$ cat config.mk
export PLATFORM = sky130hd
export DESIGN_NAME = scp_serial_port
export DESIGN_NICKNAME = d
export VERILOG_FILES = /design/src/core/scp_pkg.sv /design/src/core/scp_sync.sv /design/src/core/scp_shift.sv /design/src/core/scp_serial_port.sv
export SDC_FILE = /design/constraint.sdc
export NUM_CORES = 1
export LEC_CHECK = 0
export BUFFER_PORTS_ARGS = -buffer_cell sky130_fd_sc_hd__buf_2
export CAP_MARGIN = 30
export CORE_UTILIZATION = 45
export DETAILED_ROUTE_END_ITERATION = 8
export GPL_ROUTABILITY_DRIVEN = 0
export PLACE_DENSITY = 0.66
export SYNTH_ARGS = -nofsm -noshare
export SYNTH_HDL_FRONTEND = slang
export SYNTH_SLANG_ARGS = --single-unit
$ cat constraint.sdc
create_clock -name clock -period 2.8 [get_ports clock]
set_input_delay 0.14 -clock clock [delete_from_list [all_inputs] [get_ports clock]]
set_output_delay 0.14 -clock clock [all_outputs]
set_load 0.1 [all_outputs]
$ cat src/core/scp_pkg.sv
// constants shared by the serial control port files
package scp_pkg;
  localparam int SCP_BYTE_BITS = 8;
  localparam int SCP_ADDR_BITS = 5;
  localparam logic [2:0] SCP_BIT_MSB = 3'h7;
  localparam int SCP_DIR_BIT = 7;
  localparam int SCP_CNT_HI = 6;
  localparam int SCP_CNT_LO = 5;
  localparam int SCP_ADDR_HI = 4;
  localparam logic [4:0] SCP_ADDR_STEP = 5'h01;
  localparam logic [1:0] SCP_CNT_ONE = 2'h0;
  localparam logic [1:0] SCP_CNT_STEP = 2'h1;
  localparam logic [2:0] SCP_SYNC_RESET = 3'h7;
  localparam logic [4:0] SCP_TEMP_ADDR = 5'h05;
  localparam real SCP_CLOCK_NS = 4.0;
  localparam real SCP_SCLK_MIN_NS = 100.0;
  localparam real SCP_SCLK_TEMP_MIN_NS = 1000.0;
  localparam real SCP_SCLK_PHASE_NS = 40.0;
  localparam real SCP_SCLK_TEMP_PHASE_NS = 400.0;
  localparam int SCP_SCLK_MIN_CYC = int'($ceil(SCP_SCLK_MIN_NS / SCP_CLOCK_NS));
  localparam int SCP_SCLK_PHASE_CYC = int'($ceil(SCP_SCLK_PHASE_NS / SCP_CLOCK_NS));
  localparam int SCP_SCLK_TEMP_PHASE_CYC = int'($ceil(SCP_SCLK_TEMP_PHASE_NS / SCP_CLOCK_NS));
  typedef enum logic [1:0] {
    SCP_IDLE,
    SCP_INSTR,
    SCP_DATA,
    SCP_DONE
  } scp_state_type;
endpackage

$ cat src/core/scp_sync.sv
// three-stage synchroniser that reports a settled level
module scp_sync
  import scp_pkg::*;
#(
  parameter logic INIT = 1'b0
) (
  input wire logic clock,
  input wire logic rst,
  input wire logic pinIn,
  output logic level,
  output logic rise,
  output logic fall
);
  logic [2:0] stage;

  // stage[0] feeds only stage[1]; the two later stages decide the level
  always_ff @(posedge clock) begin
    if (rst) begin
      stage <= {3{INIT}};
    end else begin
      stage <= {stage[1:0], pinIn};
    end
  end

  // level moves only when the second and third stages agree
  always_ff @(posedge clock) begin
    if (rst) begin
      level <= INIT;
      rise <= 1'b0;
      fall <= 1'b0;
    end else begin
      rise <= 1'b0;
      fall <= 1'b0;
      if (stage[1] == stage[2] && stage[2] != level) begin
        level <= stage[2];
        rise <= stage[2];
        fall <= ~stage[2];
      end
    end
  end
endmodule

$ cat src/core/scp_shift.sv
// one byte shifter, most significant bit first in both directions
module scp_shift
  import scp_pkg::*;
#(
  parameter int WIDTH = SCP_BYTE_BITS
) (
  input wire logic clock,
  input wire logic rst,
  input wire logic clear,
  input wire logic shiftIn,
  input wire logic bitIn,
  input wire logic load,
  input wire logic [WIDTH-1:0] loadValue,
  input wire logic shiftOut,
  output logic [WIDTH-1:0] inWord,
  output logic outBit
);
  logic [WIDTH-1:0] outWord;

  // capture side: new bits enter at the bottom so the first bit ends on top
  always_ff @(posedge clock) begin
    if (rst || clear) begin
      inWord <= '0;
    end else if (shiftIn) begin
      inWord <= {inWord[WIDTH-2:0], bitIn};
    end
  end

  // launch side: load presents the top bit at once
  always_ff @(posedge clock) begin
    if (rst) begin
      outWord <= '0;
      outBit <= 1'b0;
    end else if (load) begin
      outWord <= {loadValue[WIDTH-2:0], 1'b0};
      outBit <= loadValue[WIDTH-1];
    end else if (shiftOut) begin
      outWord <= {outWord[WIDTH-2:0], 1'b0};
      outBit <= outWord[WIDTH-1];
    end
  end
endmodule

$ cat src/core/scp_serial_port.sv
// serial control port: frame decode, register access strobes and read-back drive
//
// Notes on behaviour
// - four_wire_select chooses between the three-pin and four-pin arrangement.
// - incoming bits are taken on each rising edge of the serial clock.
// - outgoing bits change on each falling edge of the serial clock.
// - the first byte of each frame is the instruction, data bytes follow.
// - instruction bit 7 high asks for a read, low for a write.
// - instruction bits 6 and 5 hold the data byte count less one.
// - instruction bits 4 to 0 hold the first register address.
// - the register address drops by one after each data byte.
// - every byte travels most significant bit first.
// - the data pin stays an input while the instruction byte arrives.
// - in three-pin mode read data goes out on the data pin only, the alarm pin floating.
// - in four-pin mode read data goes out on both the data pin and the alarm pin.
// - in four-pin mode, after the last read bit the alarm pin goes low until the enable rises, then carries the alarm level.
// - every configuration register can be both written and read through the port.
module scp_serial_port
  import scp_pkg::*;
#(
  parameter int ADDR_BITS = SCP_ADDR_BITS,
  parameter int DATA_BITS = SCP_BYTE_BITS
) (
  input wire logic clock,
  input wire logic rst,
  input wire logic serialClock,
  input wire logic serial_frame_enable_n,
  input wire logic serialDataIn,
  output logic serialDataOut,
  output logic serialDataOe,
  output logic alarm_serial_out,
  output logic alarmSerialOe,
  input wire logic alarmLevel,
  input wire logic four_wire_select,
  output logic regWrite,
  output logic regRead,
  output logic [ADDR_BITS-1:0] regAddress,
  output logic [DATA_BITS-1:0] regWriteData,
  input wire logic [DATA_BITS-1:0] regReadData,
  output logic frameActive,
  output logic tempReadActive
);
  // ---------------------------------------------------------------------
  // pin sampling
  // ---------------------------------------------------------------------
  logic sclkLevel;
  logic sclkRise;
  logic sclkFall;
  logic enLevel;
  logic enRise;
  logic enFall;
  logic dataLevel;

  // all three pins pass the same stages, so a data bit and the clock edge
  // that samples it arrive together and pin setup carries through
  // the serial clock is parked high between frames; a wrong guess of the
  // idle level only costs a harmless edge while no frame is open
  scp_sync #(.INIT(1'b1)) syncClock (
    .clock(clock),
    .rst(rst),
    .pinIn(serialClock),
    .level(sclkLevel),
    .rise(sclkRise),
    .fall(sclkFall)
  );
  // the enable starts high so reset release is never taken as a frame start
  scp_sync #(.INIT(1'b1)) syncEnable (
    .clock(clock),
    .rst(rst),
    .pinIn(serial_frame_enable_n),
    .level(enLevel),
    .rise(enRise),
    .fall(enFall)
  );
  // data level only; its edges carry no meaning on their own
  scp_sync #(.INIT(1'b0)) syncData (
    .clock(clock),
    .rst(rst),
    .pinIn(serialDataIn),
    .level(dataLevel),
    .rise(),
    .fall()
  );

  // ---------------------------------------------------------------------
  // frame sequencing
  // ---------------------------------------------------------------------
  scp_state_type state;
  logic [2:0] bitCount;
  logic isRead;
  logic [1:0] bytesLeft;
  logic [ADDR_BITS-1:0] address;
  logic [DATA_BITS-1:0] inWord;
  logic outBit;
  logic byteDone;
  logic loadRead;
  logic shiftRead;
  logic [DATA_BITS-1:0] fullByte;
  logic activeFrame;

  // a rising serial clock with the enable low is a sampled bit
  assign activeFrame = ~enLevel && state != SCP_IDLE;
  assign byteDone = sclkRise && activeFrame && bitCount == SCP_BIT_MSB;
  assign fullByte = {inWord[DATA_BITS-2:0], dataLevel};

  // one shifter serves both directions; capture and launch keep separate registers
  scp_shift #(.WIDTH(DATA_BITS)) shifter (
    .clock(clock),
    .rst(rst),
    .clear(enRise), // partial bits are thrown away on frame end
    .shiftIn(sclkRise && activeFrame),
    .bitIn(dataLevel),
    .load(loadRead),
    .loadValue(regReadData),
    .shiftOut(shiftRead),
    .inWord(inWord), .outBit(outBit)
  );

  // instruction then data bytes; any enable rise drops back to idle
  // clocks beyond the counted bytes land in the done state and change nothing
  always_ff @(posedge clock) begin
    if (rst) begin
      state <= SCP_IDLE;
    end else if (enRise) begin
      state <= SCP_IDLE;
    end else begin
      unique case (state)
        SCP_IDLE: begin
          if (enFall) begin
            state <= SCP_INSTR;
          end
        end
        SCP_INSTR: begin
          if (byteDone) begin
            state <= SCP_DATA;
          end
        end
        SCP_DATA: begin
          if (byteDone && bytesLeft == SCP_CNT_ONE) begin
            state <= SCP_DONE;
          end
        end
        SCP_DONE: begin
          state <= SCP_DONE; // further clocks ignored until the enable rises
        end
      endcase
    end
  end

  // bit position inside the current byte
  // three bits wrap after eight, so each byte restarts the count for free
  always_ff @(posedge clock) begin
    if (rst || enFall || enRise) begin
      bitCount <= '0;
    end else if (sclkRise && activeFrame) begin
      bitCount <= bitCount + 3'h1;
    end
  end

  // instruction fields and the running address
  always_ff @(posedge clock) begin
    if (rst) begin
      isRead <= 1'b0;
      bytesLeft <= '0;
      address <= '0;
    end else if (byteDone && state == SCP_INSTR) begin
      isRead <= fullByte[SCP_DIR_BIT];
      bytesLeft <= fullByte[SCP_CNT_HI:SCP_CNT_LO];
      address <= fullByte[SCP_ADDR_HI:0];
    end else if (byteDone && state == SCP_DATA) begin
      bytesLeft <= bytesLeft - SCP_CNT_STEP;
      address <= address - SCP_ADDR_STEP;
    end
  end

  // ---------------------------------------------------------------------
  // register access strobes
  // ---------------------------------------------------------------------
  logic readPending;

  // a write goes out when a whole data byte lands; reads fetch ahead of each byte
  // fetching ahead leaves the register file a whole serial high phase to answer
  always_ff @(posedge clock) begin
    if (rst) begin
      regWrite <= 1'b0;
      regRead <= 1'b0;
      regAddress <= '0;
      regWriteData <= '0;
    end else begin
      regWrite <= byteDone && state == SCP_DATA && ~isRead;
      regRead <= 1'b0;
      if (byteDone && state == SCP_DATA && ~isRead) begin
        regAddress <= address;
        regWriteData <= fullByte;
      end else if (byteDone && state == SCP_INSTR && fullByte[SCP_DIR_BIT]) begin
        regAddress <= fullByte[SCP_ADDR_HI:0];
        regRead <= 1'b1;
      end else if (byteDone && state == SCP_DATA && isRead && bytesLeft != SCP_CNT_ONE) begin
        regAddress <= address - SCP_ADDR_STEP;
        regRead <= 1'b1;
      end
    end
  end

  // read data is taken into the shifter no sooner than two cycles after the read strobe
  // that matches the one-cycle answer time of the register file
  always_ff @(posedge clock) begin
    if (rst || enRise) begin
      readPending <= 1'b0;
    end else begin
      readPending <= regRead;
    end
  end

  // the byte is loaded on the next falling edge, then shifted on later ones
  logic loadArmed;
  logic firstFallSeen;
  always_ff @(posedge clock) begin
    if (rst || enRise) begin
      loadArmed <= 1'b0;
    end else if (readPending) begin
      loadArmed <= 1'b1;
    end else if (sclkFall) begin
      loadArmed <= 1'b0;
    end
  end
  assign loadRead = loadArmed && sclkFall && state == SCP_DATA;
  assign shiftRead = ~loadArmed && sclkFall && state == SCP_DATA && isRead;

  // ---------------------------------------------------------------------
  // pin drive
  // ---------------------------------------------------------------------
  // the data pin is an input through the instruction byte and in writes
  // after the final byte the pin keeps its last bit until the enable rises
  always_ff @(posedge clock) begin
    if (rst || enRise) begin
      serialDataOe <= 1'b0;
      serialDataOut <= 1'b0;
      firstFallSeen <= 1'b0;
    end else begin
      if (loadRead) begin
        firstFallSeen <= 1'b1;
      end
      if (state == SCP_INSTR) begin
        serialDataOe <= 1'b0;
      end else if (state == SCP_DATA && isRead && firstFallSeen) begin
        serialDataOe <= 1'b1;
        serialDataOut <= outBit;
      end
    end
  end

  // alarm pin, four-pin mode only: alarm level between frames, read data during reads,
  // low after the last read bit until the frame closes
  // the low tail tells a four-pin host where the read data ended
  logic readEnded;
  always_ff @(posedge clock) begin
    if (rst || enRise) begin
      readEnded <= 1'b0;
    end else if (state == SCP_DONE && isRead && sclkFall) begin
      readEnded <= 1'b1;
    end
  end

  always_ff @(posedge clock) begin
    if (rst) begin
      alarm_serial_out <= 1'b0;
      alarmSerialOe <= 1'b0;
    end else if (~four_wire_select) begin
      alarm_serial_out <= 1'b0;
      alarmSerialOe <= 1'b0; // three-pin: floats during frames
    end else if (state == SCP_IDLE || enLevel) begin
      alarm_serial_out <= alarmLevel; // free pin reports the alarm
      alarmSerialOe <= 1'b1;
    end else if (readEnded) begin
      alarm_serial_out <= 1'b0;
      alarmSerialOe <= 1'b1;
    end else if (state == SCP_DATA && isRead && firstFallSeen) begin
      alarm_serial_out <= outBit;
      alarmSerialOe <= 1'b1;
    end else if (isRead && state != SCP_INSTR) begin
      alarm_serial_out <= alarm_serial_out;
      alarmSerialOe <= alarmSerialOe;
    end else begin
      alarm_serial_out <= 1'b0;
      alarmSerialOe <= 1'b0; // quiet during instruction and writes
    end
  end

  // status: frame in progress and a slow temperature read under way
  // the port cannot stretch the serial clock, so the flag only warns the host side
  always_ff @(posedge clock) begin
    if (rst) begin
      frameActive <= 1'b0;
      tempReadActive <= 1'b0;
    end else begin
      frameActive <= activeFrame;
      tempReadActive <= activeFrame && isRead && state != SCP_INSTR
                        && regAddress == SCP_TEMP_ADDR; // host must slow down here
    end
  end
endmodule

==> impl_results.md, run 1 <==
- Status: completed
- Startpoint types: flip-flop
- Synth Register Bits: 69
- Largest net degree at the start of global routing: 53
- RSZ-0062 raised after global routing: false
- FF-to-FF setup slack: 690 ps
- Post-route DRC: 0
- Initial antenna violation count: 0
- CP arrival: 2340 ps
- Worst-path clk slew: 70 ps
- Design area: 0.00337 sq mm
- DP HPWL: 4.25 mm
- Fmax: 474 MHz
- Most used DFF post-synth: dfxtp_1
- Mapped cell area: 0.00296 sq mm
- Post-Syn Area per Cell: 9.08 sq um
- Post-CTS Hold Fix Bufs: 3
- Final clock skew: 6.44 ps
- DIE HEIGHT: 83.1 um
- Worst path required time: 3030 ps
- Maximum capacitance violations: 0
- Vias per cell: 5.56
- Hold Path Class: in2reg
- GRT Total Usage: 0.198
- Area share of the largest cell type after synthesis: 0.467
- Worst ir drop on vdd: 0.389 mV
- Power Density: 550 mW/mm^2
- Layout cell share with drive strength beyond 1: 0.188
- Final hold vios: 0
- Rows: 29
- Die X: 83.1 um
- ANT cells: 0
- Global-route wire length before repair: 10.8 mm
- Filler cell count: 559
- Final Slew Violations: 0
- Final setup TNS: 0 ps
- Total gr overflow: 0
- Clock sink count: 69
- Final core occ: 0.531
- Starting density of the core: 0.466
- Setup Fix Bufs, Post-CTS: 0
- Worst skew pair latency: 340 ps
- Yosys warns: 0
- Post-layout nets: 376
- Highest-count cells in the layout ignoring fill and taps: 69 x dfxtp_1, 46 x nor2_1, 35 x buf_2
- DIE AREA: 0.00691 sq mm
- Synth cell types: 53
- Syn_nets: 345
- Final WL: 6.34 mm
- Wirelength per Cell: 14.5 um
- Min Hold Slack: 32.4 ps
- CTS Buf Count: 9
- Initial DRC count: 143
- FFs w/ async S/R, synth: 0
- EDFF count, synth: 0
- Register area share after synthesis: 0.467
- TritonCTS clock tree: yes
- Most common cell after layout, fill and taps aside: dfxtp_1
- DR vias: 2,434
- H-tree Lvls: 3
- Pwr Total: 1.86 mW
- Min Tclk post-route: 2110 ps
- DRT Pass-1 Iters: 4
- Core Area: 0.00635 sq mm
- Buffers on Ports: 35
- Slew @ Worst Pin: 934 ps
- Final worst path period share: 0.753
- PostCTS Resize Cnt: 0
- Area grow syn2layout: 13.9%
- WS Path Type: reg2reg
- Yosys top cell by area: dfxtp_1
- Relative slew margins: 0.377
- CTS root buf: clkbuf_8
- Leak pwr: 1.43 nW
- Crit-path max FO: 16
- Cells after Synth: 326
- Placed inst area: 0.00315 sq mm
- Top cells by area in the synthesized netlist: dfxtp_1 47%, mux2i_1 6.4%, nor2_1 5.8%
- Final antenna-violating net count: 0
- Clock Tree Buf Depth: 2
- # setup viols final: 0
- Vias in the first global route: 2,245
- CP Capture Type: flip-flop
- Total I/O pin count: 36
## area by class of cell
type / count / area, sq um / area share
Multi-Input combinational cell: 227 / 1440 / 0.428
Clock buffer: 9 / 124 / 0.0367
Clock inverter: 6 / 65.1 / 0.0193
Timing Repair Buffer: 41 / 228 / 0.0675
Tap cell: 77 / 96.3 / 0.0286
Inverter: 9 / 33.8 / 0.0100
Sequential cell: 69 / 1380 / 0.410
## metal layers
metal	part of all wire	global-route usage	vias up
met3	0.043	0.0557	17
met2	0.46	0.305	54
met5	0	0	-
li1	-	-	1213
met1	0.47	0.259	1150
met4	0.024	0.0878	0
## flip-flops by register name, indices dropped and copies added (netlist names), 3 cells and up
register and count:
syncClock.stage 3, regWriteData 8, bitCount 3, syncData.stage 3
address 5, syncEnable.stage 3, regAddress 5, shifter.outWord 7
shifter.inWord 7
## worst paths after layout
path	start	to	cells after the start
worst max register to register	bitCount[0]	regAddress[3]	6
worst max-delay path	bitCount[0]	regAddress[3]	6
worst min register to register	syncEnable.stage[0]	syncEnable.stage[1]	1
worst min-delay path	alarmLevel	alarm_serial_out	3
## power breakdown
| group | total, mW | internal (mW) | switching, mW |
|---|---|---|---|
| clock | 0.778 | 0.405 | 0.373 |
| sequential | 0.999 | 0.990 | 0.00831 |
| combinational | 0.0782 | 0.0303 | 0.0479 |
| total | 1.86 | 1.43 | 0.429 |
## cell families after synthesis
family | Yosys count | share of synthesized area
buffers and inverters | 30 | 0.0456
XOR/XNOR | 2 | 0.00592
multiplexers | 19 | 0.0642
adder cells (fa/ha/maj) | 4 | 0.0169
AND/OR/NAND/NOR | 123 | 0.216
AO/OA/AOI/OAI | 79 | 0.184
flip-flops | 69 | 0.467
## through the flow
step	worst slack (ps)	instances
final	691	438
after global routing	524	438
after CTS	727	438
after detailed placement	741	420
after global placement	810	420
after floorplan	1150	326
## critical path: stages (launching register included)
cell	delay [ps]
dfxtp_1	360
ha_1	160
ha_1	200
and3b_1	570
and3_1	300
a211oi_2	70
a221o_1	330
## cells in the mapped netlist (all sizes together), types with 6 or more instances
cell type and count:
inv 8, nor3 10, a211oi 9, buf 13, a21oi 22, nor2 46
a22oi 9, dfxtp 69, clkbuf 8, nand2b 6, o21ai 9, nand2 21
or2 7, mux2i 19, nand3 11, nor2b 7
Note: power is estimated with default switching activity, not from simulation.
==> run 2, diff against run 1 <==
- PLACE_DENSITY: 0.66 -> 0.69
- clock period: 2.8 -> 1.7 ns (I/O delays scaled with it)
==> impl_results.md, run 2 (synthesized netlist as in run 1, its figures left out) <==
- Hold Path Class: in2reg
- Final Slew Violations: 0
- Wirelength per Cell: 14.3 um
- Vias per cell: 5.45
- Min Tclk post-route: 1650 ps
- ANT cells: 0
- GRT Total Usage: 0.203
- Total I/O pin count: 36
- Sw frac: 0.242
- Startpoint types: flip-flop
- Rows: 29
- Relative slew margins: 0.589
- # setup viols final: 0
- Min Hold Slack: 22.9 ps
- Final antenna-violating net count: 0
- Initial antenna violation count: 0
- Global-route wire length before repair: 11.1 mm
- Worst ir drop on vdd: 0.784 mV
- Area grow syn2layout: 23.4%
- Worst path required time: 1960 ps
- Logic pwr share: 0.050
- TritonCTS clock tree: yes
- DR vias: 2,530
- Most common cell after layout, fill and taps aside: dfxtp_1
- DP HPWL: 4.54 mm
- Initial DRC count: 138
- Clock Tree Buf Depth: 2
- Final WL: 6.64 mm
- Final clock skew: 6.37 ps
- Crit-path max FO: 8
- Maximum capacitance violations: 0
- Die X: 83.1 um
- Power Density: 819 mW/mm^2
- Largest net degree at the start of global routing: 32
- Final core occ: 0.575
- Core Area: 0.00635 sq mm
- Clock sink count: 69
- Max reg flops: 8
- Worst skew pair latency: 340 ps
- CP Capture Type: flip-flop
- Final setup TNS: 0 ps
- RSZ-0062 raised after global routing: true
- Final hold vios: 0
- WS Path Type: reg2reg
- Buffers on Ports: 35
- DIE AREA: 0.00691 sq mm
- Layout cell share with drive strength beyond 1: 0.271
- CTS root buf: clkbuf_8
- Largest registers in the final layout: regWriteData: 8 flops, shifter.inWord: 7 flops, shifter.outWord: 7 flops
- Post-layout nets: 401
- Worst-path clk slew: 70 ps
- Clock power frac: 0.401
- H-tree Lvls: 3
- Fmax: 605 MHz
- Vias in the first global route: 2,404
- Seq pwr share: 0.549
- CTS Buf Count: 9
- Highest-count cells in the layout ignoring fill and taps: 66 x dfxtp_1, 46 x nor2_1, 35 x buf_2
- CP arrival: 1910 ps
- Slew @ Worst Pin: 614 ps
- Starting density of the core: 0.466
- Post-route DRC: 0
- Final worst path period share: 0.972
- Biggest register: regWriteData
- DRT Pass-1 Iters: 4
- Pint: 2.27 mW
- Total gr overflow: 0
- Psw: 0.725 mW
- Status: completed
- Leak pwr: 1.56 nW
- DIE HEIGHT: 83.1 um
-- run 2: path summary, 6_finish.rpt --
| kind | cells after the start | from | slack [ps] | to |
|---|---|---|---|---|
| worst max register to register | 8 | bitCount[1] | 50 | address[3] |
| worst min register to register | 1 | syncEnable.stage[0] | 420 | syncEnable.stage[1] |
| worst max-delay path | 8 | bitCount[1] | 50 | address[3] |
| worst min-delay path | 3 | regReadData[4] | 20 | shifter.outWord[5] |
-- run 2: layout make-up --
type | count | area (sq um)
sequential | 69 | 1390
clock inverter | 5 | 35.0
clock buffer | 11 | 141
timing repair buffer | 66 | 447
inverter | 9 | 37.5
multi-input combinational | 227 | 1510
fill | 569 | 2700
tap | 77 | 96.3
-- run 2: critical path, stage by stage, from the launching register on --
cell and delay [ps]:
dfxtp_2 340, ha_4 160, ha_4 160, and3b_2 280
buf_6 140, buf_6 120, nand3_2 60, o211ai_1 90
a211oi_1 230
-- run 2: routing by layer --
metal  vias to the layer above  wire (um)  global-route usage
li1                       1269          -                   -
met1                      1192       3110               0.254
met2                        61       3130               0.335
met3                         8        316              0.0606
met4                         0         93              0.0658
met5                         -          0                   0
-- run 2: metrics by stage --
step	instance area, sq um	setup WS [ps]	instances	power (mW)
final	3650	47.6	464	2.99
after floorplan	2960	47.0	326	1.77
after CTS	3590	5.89	464	3.03
after detailed placement	3320	-118	441	1.81
after global routing	3650	-62.8	464	3.12
after global placement	3320	-81.3	441	1.81
-- run 2: timing repair --
| action | in CTS | in global routing |
|---|---|---|
| gates cloned | 0 | 0 |
| buffers inserted | 1 | 0 |
| endpoints found under the hold margin | 6 | 0 |
| endpoints found under the setup margin | 18 | 34 |
| hold buffers | 6 | 0 |
| gates resized for setup | 7 | 15 |
| pin swaps | 2 | 3 |
-- run 2: power groups by stage --
stage | combinational (mW) | sequential [mW] | clock, mW
floorplan | 0.0743 | 1.69 | 0
global placement | 0.134 | 1.68 | 0
detailed placement | 0.136 | 1.68 | 0
CTS | 0.147 | 1.64 | 1.24
global route | 0.165 | 1.64 | 1.31
finish | 0.149 | 1.64 | 1.20
